===== src/rtl/hbcf_regs.vh =====
// Timing, threshold and interrupt-bit constants for the H-bridge control and fault logic
`ifndef HBCF_REGS_VH
`define HBCF_REGS_VH

`define HBCF_CLK_MHZ          200
`define HBCF_BLANK_NS         2000
`define HBCF_BLANK_CYC        ((`HBCF_BLANK_NS * `HBCF_CLK_MHZ + 999) / 1000)
`define HBCF_TOFF_NS          20000
`define HBCF_TOFF_CYC         ((`HBCF_TOFF_NS * `HBCF_CLK_MHZ + 999) / 1000)
`define HBCF_TEMP_W           8
`define HBCF_CUR_W            8
`define HBCF_TEMP_FOLD        8'hA0
`define HBCF_TEMP_SHUT        8'hAF
`define HBCF_TEMP_HYST        8'h0F
`define HBCF_ILIM_NORM        8'h41
`define HBCF_ILIM_FOLD        8'h2A
`define HBCF_ISC_THR          8'h82
`define HBCF_ADDR_STATUS      4'h0
`define HBCF_ADDR_MASK        4'h4
`define HBCF_ADDR_LEVEL       4'h8
`define HBCF_EV_SC            0
`define HBCF_EV_OT            1
`define HBCF_EV_LIM           2
`define HBCF_EV_FOLD          3
`define HBCF_EV_W             4
`define HBCF_MASK_RST         4'h0

`endif


===== src/rtl/hbcf_sync.v =====
// Two-flop synchroniser for one pin level with a chosen reset value
`timescale 1ns/10ps
`default_nettype none
module hbcf_sync #(
	parameter RST_VAL = 1'b0
) (
	input  wire clk,
	input  wire rst_n,
	input  wire pin_in,
	output wire level_out
);
	reg meta_q;
	reg sync_q;

	always @(posedge clk or negedge rst_n) begin
		if (!rst_n) begin
			meta_q <= RST_VAL;
			sync_q <= RST_VAL;
		end else begin
			meta_q <= pin_in;
			sync_q <= meta_q;
		end
	end

	assign level_out = sync_q;
endmodule
`default_nettype wire


===== src/rtl/hbcf_timer.v =====
// Loadable down-counter with a busy level, used for blanking and off time
`timescale 1ns/10ps
`default_nettype none
module hbcf_timer #(
	parameter W = 16
) (
	input  wire         clk,
	input  wire         rst_n,
	input  wire         start,
	input  wire [W-1:0] load_val,
	output wire         busy
);
	reg [W-1:0] cnt_q;

	always @(posedge clk or negedge rst_n) begin
		if (!rst_n) begin
			cnt_q <= {W{1'b0}};
		end else if (start) begin
			cnt_q <= load_val;
		end else if (cnt_q != {W{1'b0}}) begin
			cnt_q <= cnt_q - {{(W-1){1'b0}}, 1'b1};
		end
	end

	assign busy = (cnt_q != {W{1'b0}});
endmodule
`default_nettype wire


===== src/rtl/hbcf_top.v =====
// H-bridge control, current regulation and fault latch-off logic
// What this block does
// - Each output follows only its own phase
// - Phase high drives supply, low drives ground
// - Disable high tri-states outputs, rest runs
// - Enable low tri-states outputs immediately
// - Enable low holds sleep with outputs off
// - Outputs operate only while enable high
// - Floating enable reads low, stays asleep
// - Floating disable and phase read high
// - Fault latch held until disable or enable toggles
// - Over limit: off for constant time
// - Hot junction lowers current limit threshold
// - Overtemperature latches outputs off, flags fault
// - Thermal shutdown detection has hysteresis
// - Short circuit latches outputs off, flags
// - Blanking timer restarts on output transitions
// - Open-drain active-low fault flag output
`include "hbcf_regs.vh"
`timescale 1ns/10ps
`default_nettype none
module hbcf_top #(
	parameter integer BLANK_CYC = `HBCF_BLANK_CYC,
	parameter integer TOFF_CYC  = `HBCF_TOFF_CYC,
	parameter integer TW        = 16
) (
	input  wire                   clk,
	input  wire                   rst_n,
	input  wire                   phase_in_a,
	input  wire                   phase_in_b,
	input  wire                   phase_a_drv,
	input  wire                   phase_b_drv,
	input  wire                   disable_hi_in,
	input  wire                   disable_drv,
	input  wire                   enable_sleep_in,
	input  wire                   enable_drv,
	input  wire [`HBCF_TEMP_W-1:0] junction_temp,
	input  wire [`HBCF_CUR_W-1:0]  load_current,
	input  wire [3:0]             reg_addr,
	input  wire [31:0]            reg_wdata,
	input  wire                   reg_wr,
	input  wire                   reg_rd,
	output reg  [31:0]            reg_rdata,
	output wire                   irq,
	output wire                   bridge_out_a,
	output wire                   bridge_out_a_oe,
	output wire                   bridge_out_b,
	output wire                   bridge_out_b_oe,
	output wire                   fault_flag_n,
	output wire                   fault_flag_n_oe,
	output wire                   sleep_mode,
	output wire [`HBCF_CUR_W-1:0]  current_limit_threshold
);
	localparam [TW-1:0] BLANK_LD = BLANK_CYC[TW-1:0];
	localparam [TW-1:0] TOFF_LD  = TOFF_CYC[TW-1:0];
	localparam [1:0] ST_RUN  = 2'b00;
	localparam [1:0] ST_OFF  = 2'b01;
	localparam [1:0] ST_LATCH = 2'b10;

	// Undriven pins resolve to their internal pull before sampling
	wire pa_raw  = phase_a_drv ? phase_in_a : 1'b1;
	wire pb_raw  = phase_b_drv ? phase_in_b : 1'b1;
	wire dis_raw = disable_drv ? disable_hi_in : 1'b1;
	wire en_raw  = enable_drv ? enable_sleep_in : 1'b0;

	// Reset levels match the pulls, so no false edge follows reset
	localparam [3:0] PIN_RST = 4'hE;
	wire [3:0] pin_raw = {pa_raw, pb_raw, dis_raw, en_raw};
	wire [3:0] pin_s;

	genvar si;
	generate
		for (si = 0; si < 4; si = si + 1) begin : g_sync
			hbcf_sync #(
				.RST_VAL (PIN_RST[si])
			) u_sync (
				.clk       (clk),
				.rst_n     (rst_n),
				.pin_in    (pin_raw[si]),
				.level_out (pin_s[si])
			);
		end
	endgenerate

	wire pa_s  = pin_s[3];
	wire pb_s  = pin_s[2];
	wire dis_s = pin_s[1];
	wire en_s  = pin_s[0];

	reg dis_prev_q;
	reg en_prev_q;
	reg pa_prev_q;
	reg pb_prev_q;
	reg sc_latch_q;
	reg ot_latch_q;
	reg ot_hot_q;
	reg [1:0] st_q;
	reg [1:0] st_d;
	reg [`HBCF_EV_W-1:0] status_q;
	reg [`HBCF_EV_W-1:0] mask_q;

	// A toggle on either the disable or the enable input clears the latches
	wire latch_clr = (dis_s != dis_prev_q) || (en_s != en_prev_q);
	wire any_latch = sc_latch_q | ot_latch_q;
	wire run_ok = en_s & ~dis_s & ~any_latch;

	// Thermal comparator with hysteresis so the shutdown does not chatter
	wire ot_set = (junction_temp > `HBCF_TEMP_SHUT);
	wire ot_rel = (junction_temp < (`HBCF_TEMP_SHUT - `HBCF_TEMP_HYST));
	wire fold   = (junction_temp >= `HBCF_TEMP_FOLD);

	// Threshold leaves on a flop, one cycle behind temperature
	reg [`HBCF_CUR_W-1:0] thr_q;

	always @(posedge clk or negedge rst_n) begin
		if (!rst_n) begin
			thr_q <= `HBCF_ILIM_NORM;
		end else if (fold) begin
			thr_q <= `HBCF_ILIM_FOLD;
		end else begin
			thr_q <= `HBCF_ILIM_NORM;
		end
	end

	assign current_limit_threshold = thr_q;

	wire over_lim = (load_current > current_limit_threshold);
	wire short_i  = (load_current > `HBCF_ISC_THR);

	wire drive_on = run_ok & (st_q == ST_RUN);
	wire out_a_tr = drive_on & (pa_s != pa_prev_q);
	wire out_b_tr = drive_on & (pb_s != pb_prev_q);
	wire blank_start = out_a_tr | out_b_tr | (st_q == ST_OFF && st_d == ST_RUN);
	wire blank_busy;
	wire toff_busy;
	wire toff_start = (st_q == ST_RUN) && (st_d == ST_OFF);

	hbcf_timer #(.W(TW)) u_blank (
		.clk      (clk),
		.rst_n    (rst_n),
		.start    (blank_start),
		.load_val (BLANK_LD),
		.busy     (blank_busy)
	);
	hbcf_timer #(.W(TW)) u_toff (
		.clk      (clk),
		.rst_n    (rst_n),
		.start    (toff_start),
		.load_val (TOFF_LD),
		.busy     (toff_busy)
	);

	// A current still high once blanking ends is a short, not a load peak
	wire sc_detect = drive_on & short_i & ~blank_busy;

	always @(posedge clk or negedge rst_n) begin
		if (!rst_n) begin
			dis_prev_q <= 1'b1;
			en_prev_q  <= 1'b0;
			pa_prev_q  <= 1'b1;
			pb_prev_q  <= 1'b1;
		end else begin
			dis_prev_q <= dis_s;
			en_prev_q  <= en_s;
			pa_prev_q  <= pa_s;
			pb_prev_q  <= pb_s;
		end
	end

	always @(posedge clk or negedge rst_n) begin
		if (!rst_n) begin
			ot_hot_q <= 1'b0;
		end else if (ot_set) begin
			ot_hot_q <= 1'b1;
		end else if (ot_rel) begin
			ot_hot_q <= 1'b0;
		end
	end

	// A fresh fault wins over a toggle arriving in the same cycle
	always @(posedge clk or negedge rst_n) begin
		if (!rst_n) begin
			sc_latch_q <= 1'b0;
			ot_latch_q <= 1'b0;
		end else begin
			if (sc_detect) begin
				sc_latch_q <= 1'b1;
			end else if (latch_clr) begin
				sc_latch_q <= 1'b0;
			end
			if (ot_set && !ot_hot_q) begin
				ot_latch_q <= 1'b1;
			end else if (latch_clr) begin
				ot_latch_q <= 1'b0;
			end
		end
	end

	always @* begin
		st_d = st_q;
		case (st_q)
			ST_RUN: begin
				if (any_latch) begin
					st_d = ST_LATCH;
				end else if (run_ok && over_lim && !short_i) begin
					st_d = ST_OFF;
				end
			end
			ST_OFF: begin
				if (any_latch) begin
					st_d = ST_LATCH;
				end else if (!toff_busy) begin
					st_d = ST_RUN;
				end
			end
			ST_LATCH: begin
				if (!any_latch) begin
					st_d = ST_RUN;
				end
			end
			default: begin
				st_d = ST_RUN;
			end
		endcase
	end

	always @(posedge clk or negedge rst_n) begin
		if (!rst_n) begin
			st_q <= ST_RUN;
		end else begin
			st_q <= st_d;
		end
	end

	// Outputs gate off combinationally on enable or disable, no sequencing delay
	assign bridge_out_a    = pa_s;
	assign bridge_out_b    = pb_s;
	assign bridge_out_a_oe = drive_on;
	assign bridge_out_b_oe = drive_on;
	assign sleep_mode      = ~en_s;
	assign fault_flag_n    = 1'b0;
	assign fault_flag_n_oe = any_latch;

	// Interrupt status: sticky, write one to clear, set beats clear
	wire [`HBCF_EV_W-1:0] ev;
	assign ev[`HBCF_EV_SC]   = sc_detect & ~sc_latch_q;
	assign ev[`HBCF_EV_OT]   = ot_set & ~ot_hot_q;
	assign ev[`HBCF_EV_LIM]  = toff_start;
	assign ev[`HBCF_EV_FOLD] = fold;

	function addr_is;
		input [3:0] a;
		input [3:0] ref_a;
		begin
			addr_is = (a == ref_a);
		end
	endfunction

	wire wr_status = reg_wr && addr_is(reg_addr, `HBCF_ADDR_STATUS);
	wire wr_mask   = reg_wr && addr_is(reg_addr, `HBCF_ADDR_MASK);

	genvar gi;
	generate
		for (gi = 0; gi < `HBCF_EV_W; gi = gi + 1) begin : g_stat
			always @(posedge clk or negedge rst_n) begin
				if (!rst_n) begin
					status_q[gi] <= 1'b0;
				end else if (ev[gi]) begin
					status_q[gi] <= 1'b1;
				end else if (wr_status && reg_wdata[gi]) begin
					status_q[gi] <= 1'b0;
				end
			end
		end
	endgenerate

	always @(posedge clk or negedge rst_n) begin
		if (!rst_n) begin
			mask_q <= `HBCF_MASK_RST;
		end else if (wr_mask) begin
			mask_q <= reg_wdata[`HBCF_EV_W-1:0];
		end
	end

	assign irq = |(status_q & mask_q);

	always @(posedge clk or negedge rst_n) begin
		if (!rst_n) begin
			reg_rdata <= 32'h00000000;
		end else if (!reg_rd) begin
			reg_rdata <= 32'h00000000;
		end else if (addr_is(reg_addr, `HBCF_ADDR_STATUS)) begin
			reg_rdata <= {28'h0000000, status_q};
		end else if (addr_is(reg_addr, `HBCF_ADDR_MASK)) begin
			reg_rdata <= {28'h0000000, mask_q};
		end else if (addr_is(reg_addr, `HBCF_ADDR_LEVEL)) begin
			reg_rdata <= {24'h000000, ot_hot_q, ~en_s, dis_s, st_q, ot_latch_q,
				sc_latch_q, drive_on};
		end else begin
			reg_rdata <= 32'h00000000;
		end
	end
endmodule
`default_nettype wire


===== config.mk =====
export PLATFORM = sky130hd
export DESIGN_NAME = hbcf_top
export DESIGN_NICKNAME = d
export VERILOG_FILES = /design/src/rtl/hbcf_sync.v /design/src/rtl/hbcf_timer.v /design/src/rtl/hbcf_top.v
export VERILOG_INCLUDE_DIRS = /design/src /design/src/rtl
export SDC_FILE = /design/constraint.sdc
export NUM_CORES = 1
export LEC_CHECK = 0
export ABC_CLOCK_PERIOD_IN_PS = 2890
export BUFFER_PORTS_ARGS = -buffer_cell sky130_fd_sc_hd__buf_2
export CAP_MARGIN = 20
export CORE_ASPECT_RATIO = 0.5
export CORE_MARGIN = 2
export CORE_UTILIZATION = 51
export DETAILED_ROUTE_END_ITERATION = 10
export PLACE_DENSITY_LB_ADDON = 0.15
export SETUP_SLACK_MARGIN = 0.1
export SKIP_CTS_REPAIR_TIMING = 1
export SYNTH_ARGS = -nofsm -noshare
export SYNTH_HDL_FRONTEND = slang
export SYNTH_SLANG_ARGS = --single-unit

===== constraint.sdc =====
create_clock -name clk -period 2.89 [get_ports clk]
set_clock_uncertainty 0.2 [all_clocks]
set_input_delay 0.289 -clock clk [delete_from_list [all_inputs] [get_ports clk]]
set_output_delay 0.289 -clock clk [all_outputs]
set_load 0.005 [all_outputs]

==> flow_summary.json, run 1 <==
{
  "first_pass_iters": 4,
  "worst_pin_slew_ns": 0.835,
  "status": "finished with violations",
  "grt-ovfl-total": 0,
  "p_leak_nw": 1.91,
  "p_comb_share_pct": 23.7,
  "dieArea_sq_um": 7450,
  "final_cells": 501,
  "synth_xor_area_share_pct": 3.06,
  "num_io_pins": 112,
  "layout.nets": 475,
  "vias_per_cell": 5.07,
  "fp.dieW_um": 120,
  "switching_share_pct": 31.1,
  "clk_path_buf_depth": 2,
  "arrival_ns": 2.60,
  "initial_core_util_pct": 52.1,
  "synth_ff_type": "dfrtp_1",
  "drt-wirelength-per-cell_um": 13.1,
  "tns_ns": 0,
  "violations": "negative hold slack",
  "seq_area_frac_synth_pct": 49.1,
  "core_sq_um": 6600,
  "seqPwrFrac_pct": 43.6,
  "r2r_slack_ns": 0.29,
  "register_area_sq_um": 1690,
  "synth_top_area_share_pct": 41.5,
  "synth.area.top_cells": "dfrtp_1 41%, dfstp_2 7.6%, buf_4 7.2%, nor2_1 4.0%, ha_1 2.5%",
  "grt_pass1_vias": 2335,
  "crit_type": "register to register",
  "fmax_mhz": 385,
  "hold_viol_final": 57,
  "synth_edf_count": 0,
  "syn-mean-instance-area_sq_um": 10.2,
  "drive_above_1_share_pct": 24.7,
  "yosysWarnings": 0,
  "placed_area_sq_um": 3720,
  "antenna_found_initial": 0,
  "netSwitchingPower_mw": 1.00,
  "maxCapViolations": 0,
  "syn2layout_area_growth_pct": 19.0,
  "dr_total_vias": 2540,
  "dp_hpwl_mm": 4.72,
  "ir_drop_uv": 474,
  "r2r-start": "u_toff.cnt_q[0]",
  "synth_cell_types": 53,
  "critPathMaxFanout": 8,
  "fillers": 548,
  "clk_latency_ns": 0.33,
  "yosys.area_share.simple_pct": 21.9,
  "totalWireLength_mm": 6.58,
  "reg2reg_depth": 7,
  "end_kind": "register",
  "drt_iter0_drc": 123,
  "drv_slew": 0,
  "fin_crit_sh_pct": 90.0,
  "fp-row-count": 21,
  "crit_start": "u_toff.cnt_q[0]",
  "grt_pass1_wl_mm": 10.7,
  "die_height_um": 62.1,
  "clkPwrFrac_pct": 32.8,
  "globalplace.congestion": 0.825,
  "intPower_mw": 2.22,
  "clock_sinks": 67,
  "powerDensity_nw_per_um2": 789,
  "pre_cts_ws_ns": 0.284,
  "ys_ff_latch": 67,
  "clock-root-buffer": "clkbuf_16",
  "hp-class": "input pin to asynchronous set/reset pin",
  "required_ns": 2.89,
  "synth_top_cell_by_area": "dfrtp_1",
  "synthCells": 336,
  "io_buffer_count": 51,
  "diodes": 0,
  "grt_max_degree": 68,
  "design_area_sq_um": 4090,
  "synth_top_family_by_area": "simple AND/OR/NAND/NOR gates",
  "clkTransAtPathRegs_ns": 0.05,
  "muxShareOfSynthArea_pct": 3.35,
  "cp-start-kind": "register",
  "hold_ws_ns": -0.0626,
  "cts_tree": "done",
  "relSlewSlack_pct": 44.4,
  "ant_nets": 0,
  "setup_violations": 0,
  "gr-usage-all-layers_pct": 18.9,
  "synth_adder_area_share_pct": 2.55,
  "min_period_ns": 2.60,
  "synthArstFlopShare_pct": 100,
  "fin_ws_ns": 0.290,
  "multi_input_area_sq_um": 1540,
  "synth_compound_area_share_pct": 10.9,
  "dp.cells": 477,
  "r2r_end": "u_toff.cnt_q[7]",
  "rsz0062_at_grt": "false",
  "cts_buffers": 9,
  "htree_levels": 3,
  "drc": 0,
  "synth_area_sq_um": 3440
}
## flip-flops by register name, indices dropped and copies added (netlist names), 2 cells and up
register                 count
u_blank.cnt_q               16
u_toff.cnt_q                16
reg_rdata                    8
g_sync.u_sync.level_out      4
g_sync.u_sync.meta_q         4
mask_q                       4
status_q                     4
current_limit_threshold      2
st_q                         2
## metrics by stage
| step | power [mW] | hold slack, ns | utilization, % |
|---|---|---|---|
| finish | 3.23 | -0.0626 | 62.1 |
| global route | 3.46 | 0.00219 | 62.1 |
| CTS | 3.26 | -0.127 | 60.8 |
| detailed placement | 2.17 | 0.147 | 56.4 |
| global placement | 2.13 | 0.132 | 56.4 |
| floorplan | 1.98 | -0.207 | - |
## layer usage
metal | global-route usage, % | wire, um | up-vias
met1 | 22.3 | 2960 | 1215
met5 | 0 | 0 | -
li1 | - | - | 1253
met3 | 6.84 | 395 | 11
met2 | 33.0 | 3130 | 61
met4 | 7.56 | 87 | 0
## layout make-up
cell class	instances	area share [%]
clock buffers	11	5.93
clock inverters	5	1.28
inverters	12	1.10
multi-input cells	247	37.6
flip-flops and latches	67	41.3
well taps	92	2.81
repair buffers	67	9.97
## cells in the mapped netlist, drive strengths merged (4+ instances only)
library cell  count
dfrtp            57
nor2             37
buf              35
nand2            21
a21oi            14
nand2b           14
inv              12
nor3             11
dfstp            10
nor4              9
ha                7
mux2i             7
nor2b             7
o21ai             7
a2111oi           6
and2              6
nand3             6
xnor2             6
xor2              6
a211oi            5
or4               5
a21boi            4
mux2              4
nand3b            4
nor3b             4
## power by group through the flow
stage	Clock [mW]	Sequential (mW)	Combinational [mW]
floorplan	0	1.36	0.612
global placement	0	1.40	0.729
detailed placement	0	1.41	0.759
CTS	1.09	1.40	0.764
global route	1.14	1.44	0.876
finish	1.06	1.41	0.764
## kinds of logic after synthesis
group	Yosys count
AND/OR/NAND/NOR	135
flip-flops	67
AO/OA/AOI/OAI	54
buffers and inverters	49
XOR/XNOR	12
multiplexers	11
adder cells (fa/ha/maj)	7
other	1
## placed cells by master, fill, tap and decap left out, types with 9 or more instances in the layout
cell type / instances
a21oi_1: 14
buf_2: 51
clkbuf_16: 9
conb_1: 28
dfrtp_1: 57
dfstp_2: 10
inv_1: 12
nand2_1: 21
nand2b_1: 14
nor2_1: 37
nor3_1: 10
## critical path, cell delays in order (launching register included)
cell and delay [ns]:
dfrtp_1 0.41, inv_1 0.08, ha_1 0.17, or3b_4 0.42, nor4_2 0.38, nand2_1 0.28, nor4bb_1 0.22, or3_1 0.31
## how the worst max path moves through the flow
stage	to	slack [ns]	depth (start not counted)
after floorplan	u_toff.cnt_q[7]	0.52	8
after global placement	u_toff.cnt_q[7]	0.34	7
after detailed placement	u_toff.cnt_q[7]	0.28	7
after CTS	u_toff.cnt_q[7]	0.27	7
after global routing	u_toff.cnt_q[7]	0.15	7
final	u_toff.cnt_q[7]	0.29	7
Note: power is estimated with default switching activity, not from simulation.
==> run 2: changes to the inputs <==
--- a/config.mk
+++ b/config.mk
@@ -11,11 +11,12 @@
 export CAP_MARGIN = 20
 export CORE_ASPECT_RATIO = 0.5
 export CORE_MARGIN = 2
-export CORE_UTILIZATION = 51
+export CORE_UTILIZATION = 52
 export DETAILED_ROUTE_END_ITERATION = 10
 export PLACE_DENSITY_LB_ADDON = 0.15
 export SETUP_SLACK_MARGIN = 0.1
 export SKIP_CTS_REPAIR_TIMING = 1
 export SYNTH_ARGS = -nofsm -noshare
 export SYNTH_HDL_FRONTEND = slang
+export SYNTH_HIERARCHICAL = 1
 export SYNTH_SLANG_ARGS = --single-unit
==> run 2 against run 1 <==
Effect of this change: the run still ends with negative hold slack left; die area rose by 8.2%; routed wire length rose by 20%; worst setup slack improved by 0.056 ns; count of clock-buffer cells in the layout fell by 1; hold slack got worse by 0.0012 ns; register-to-register slack improved by 0.06 ns; non-clock buffer count rose by 4.
==> flow_summary.json, run 2 <==
{
  "status": "finished with violations",
  "violations": "negative hold slack",
  "fp-row-count": 21,
  "setup_violations": 0,
  "drt-wirelength-per-cell_um": 13.9,
  "synth_area_sq_um": 3810,
  "p_leak_nw": 2.06,
  "dieArea_sq_um": 8070,
  "cp_cell_sequence": "inv_1 > ha_1 > nor4bb_2 > o221ai_1 > a2111oi_4 > inv_1 > o21ai_2 > a22oi_1",
  "first_pass_iters": 5,
  "relSlewSlack_pct": 44.0,
  "maxCapViolations": 0,
  "design_area_sq_um": 4630,
  "ir_drop_uv": 361,
  "layout.nets": 545,
  "ys_ff_latch": 67,
  "clkTransAtPathRegs_ns": 0.06,
  "most-common-layout-cells": "60 x conb_1, 57 x dfrtp_1, 51 x buf_2, 37 x nand2_1, 22 x xor2_1",
  "cp_common_cell": "inv_1",
  "antenna_found_initial": 0,
  "drt_iter0_drc": 156,
  "grt-ovfl-total": 0,
  "synth_top_cell_by_area": "dfrtp_1",
  "num_io_pins": 112,
  "pre_cts_ws_ns": 0.278,
  "crit_path_top_delay_cell": "dfstp_2",
  "hold_viol_final": 57,
  "clk_path_buf_depth": 2,
  "dr_total_vias": 2889,
  "fin_ws_ns": 0.346,
  "multi_input_area_sq_um": 2000,
  "gr-usage-all-layers_pct": 21.5,
  "clk_latency_ns": 0.33,
  "seq_area_frac_synth_pct": 44.3,
  "r2r-start": "current_limit_threshold[0]",
  "synthArstFlopShare_pct": 100,
  "rsz0062_at_grt": "false",
  "drive_above_1_share_pct": 24.0,
  "dp_hpwl_mm": 5.57,
  "vias_per_cell": 5.06,
  "synth_cell_types": 60,
  "core_sq_um": 6880,
  "drc": 0,
  "synth.area.top_cells": "dfrtp_1 37%, dfstp_2 6.9%, buf_4 6.3%, xor2_1 5.1%, nand2_1 3.6%",
  "worstSetupPathDepth": 8,
  "max_stage_delay_ns": 0.55,
  "ant_nets": 0,
  "fp.dieW_um": 125,
  "globalplace.congestion": 0.855,
  "htree_levels": 3,
  "synthTopCellsByCount": "57 x dfrtp_1, 37 x nand2_1, 32 x buf_4",
  "powerDensity_nw_per_um2": 777,
  "drv_slew": 0,
  "clock-root-buffer": "clkbuf_16",
  "clock_sinks": 67,
  "reg2reg_depth": 8,
  "grt_max_degree": 68,
  "initial_core_util_pct": 55.3,
  "layout_commonest_cell": "conb_1",
  "synth_ff_type": "dfrtp_1",
  "min_period_ns": 2.54,
  "syn-mean-instance-area_sq_um": 10.2,
  "fin_crit_sh_pct": 88.0,
  "cts_tree": "done",
  "arrival_ns": 2.54,
  "fillers": 552,
  "grt_pass1_wl_mm": 13.8,
  "critPathMaxFanout": 5,
  "yosysMostFrequentCell": "dfrtp_1",
  "synth_top_area_share_pct": 37.5,
  "crit_family": "compound AO/OA/AOI/OAI gates",
  "dp.cells": 546,
  "worst_pin_slew_ns": 0.840,
  "die_height_um": 64.5,
  "required_ns": 2.89,
  "top_regs": "u_blank/cnt_q (16), u_toff/cnt_q (16), reg_rdata (8)",
  "fmax_mhz": 393,
  "crit_type": "register to register",
  "hold_ws_ns": -0.0638,
  "totalWireLength_mm": 7.91,
  "yosysWarnings": 6,
  "synthCells": 373,
  "end_kind": "register",
  "io_buffer_count": 51,
  "cp-start-kind": "register",
  "final_cells": 571,
  "placed_area_sq_um": 4220,
  "crit_start": "current_limit_threshold[0]",
  "grt_pass1_vias": 2901,
  "synth_edf_count": 0,
  "tns_ns": 0,
  "hp-class": "input pin to asynchronous set/reset pin",
  "diodes": 0,
  "register_area_sq_um": 1690,
  "cts_buffers": 9,
  "critPathBufInv": 2,
  "syn2layout_area_growth_pct": 21.6
}
==> run 2: kinds of logic after synthesis <==
family	after synthesis	share of synthesized area (%)
buffers and inverters	57	9.17
AO/OA/AOI/OAI	69	13.2
flip-flops	67	44.3
AND/OR/NAND/NOR	137	22.6
adder cells (fa/ha/maj)	7	2.30
other	2	0.197
multiplexers	6	1.71
XOR/XNOR	28	6.44
==> run 2: stage by stage <==
step           power, mW  utilization [%]  hold WS, ns
2_1_floorplan       2.19                -       -0.207
3_3_place_gp        2.37             61.3        0.132
3_5_place_dp        2.42             61.3        0.147
4_1_cts             3.61             65.9       -0.118
5_1_grt             3.82             67.3       0.0112
6_report            3.60             67.3      -0.0638
==> run 2: path summary, 6_finish.rpt <==
check                                             endpoint  slack (ns)
worst min-delay path                       u_toff/cnt_q[6]       -0.06
worst max register to register            u_toff/cnt_q[13]        0.35
worst max-delay path                      u_toff/cnt_q[13]        0.35
min in group clk                                 mask_q[0]           0
max in group asynchronous                  u_toff/cnt_q[8]        1.99
worst min register to register  g_sync[3].u_sync/level_out        0.16
==> run 2: layer usage <==
metal / GRT usage [%] / wire, um / vias to the layer above
met4: 7.08 / 86 / 0
li1: - / - / 1420
met5: 0 / 0 / -
met2: 35.2 / 3650 / 98
met3: 6.28 / 538 / 10
met1: 27.7 / 3640 / 1361
==> run 2: power by group <==
part	switching [mW]	total, mW	internal (mW)
Combinational	0.438	0.881	0.443
Sequential	0.360	1.56	1.20
Clock	0.404	1.16	0.756
Total	1.20	3.60	2.40
==> run 2: cell type report <==
| cell class | count | area share [%] |
|---|---|---|
| clock inverters | 6 | 1.92 |
| inverters | 18 | 1.46 |
| well taps | 92 | 2.49 |
| multi-input cells | 307 | 43.2 |
| flip-flops and latches | 67 | 36.5 |
| repair buffers | 71 | 9.51 |
| clock buffers | 10 | 4.94 |
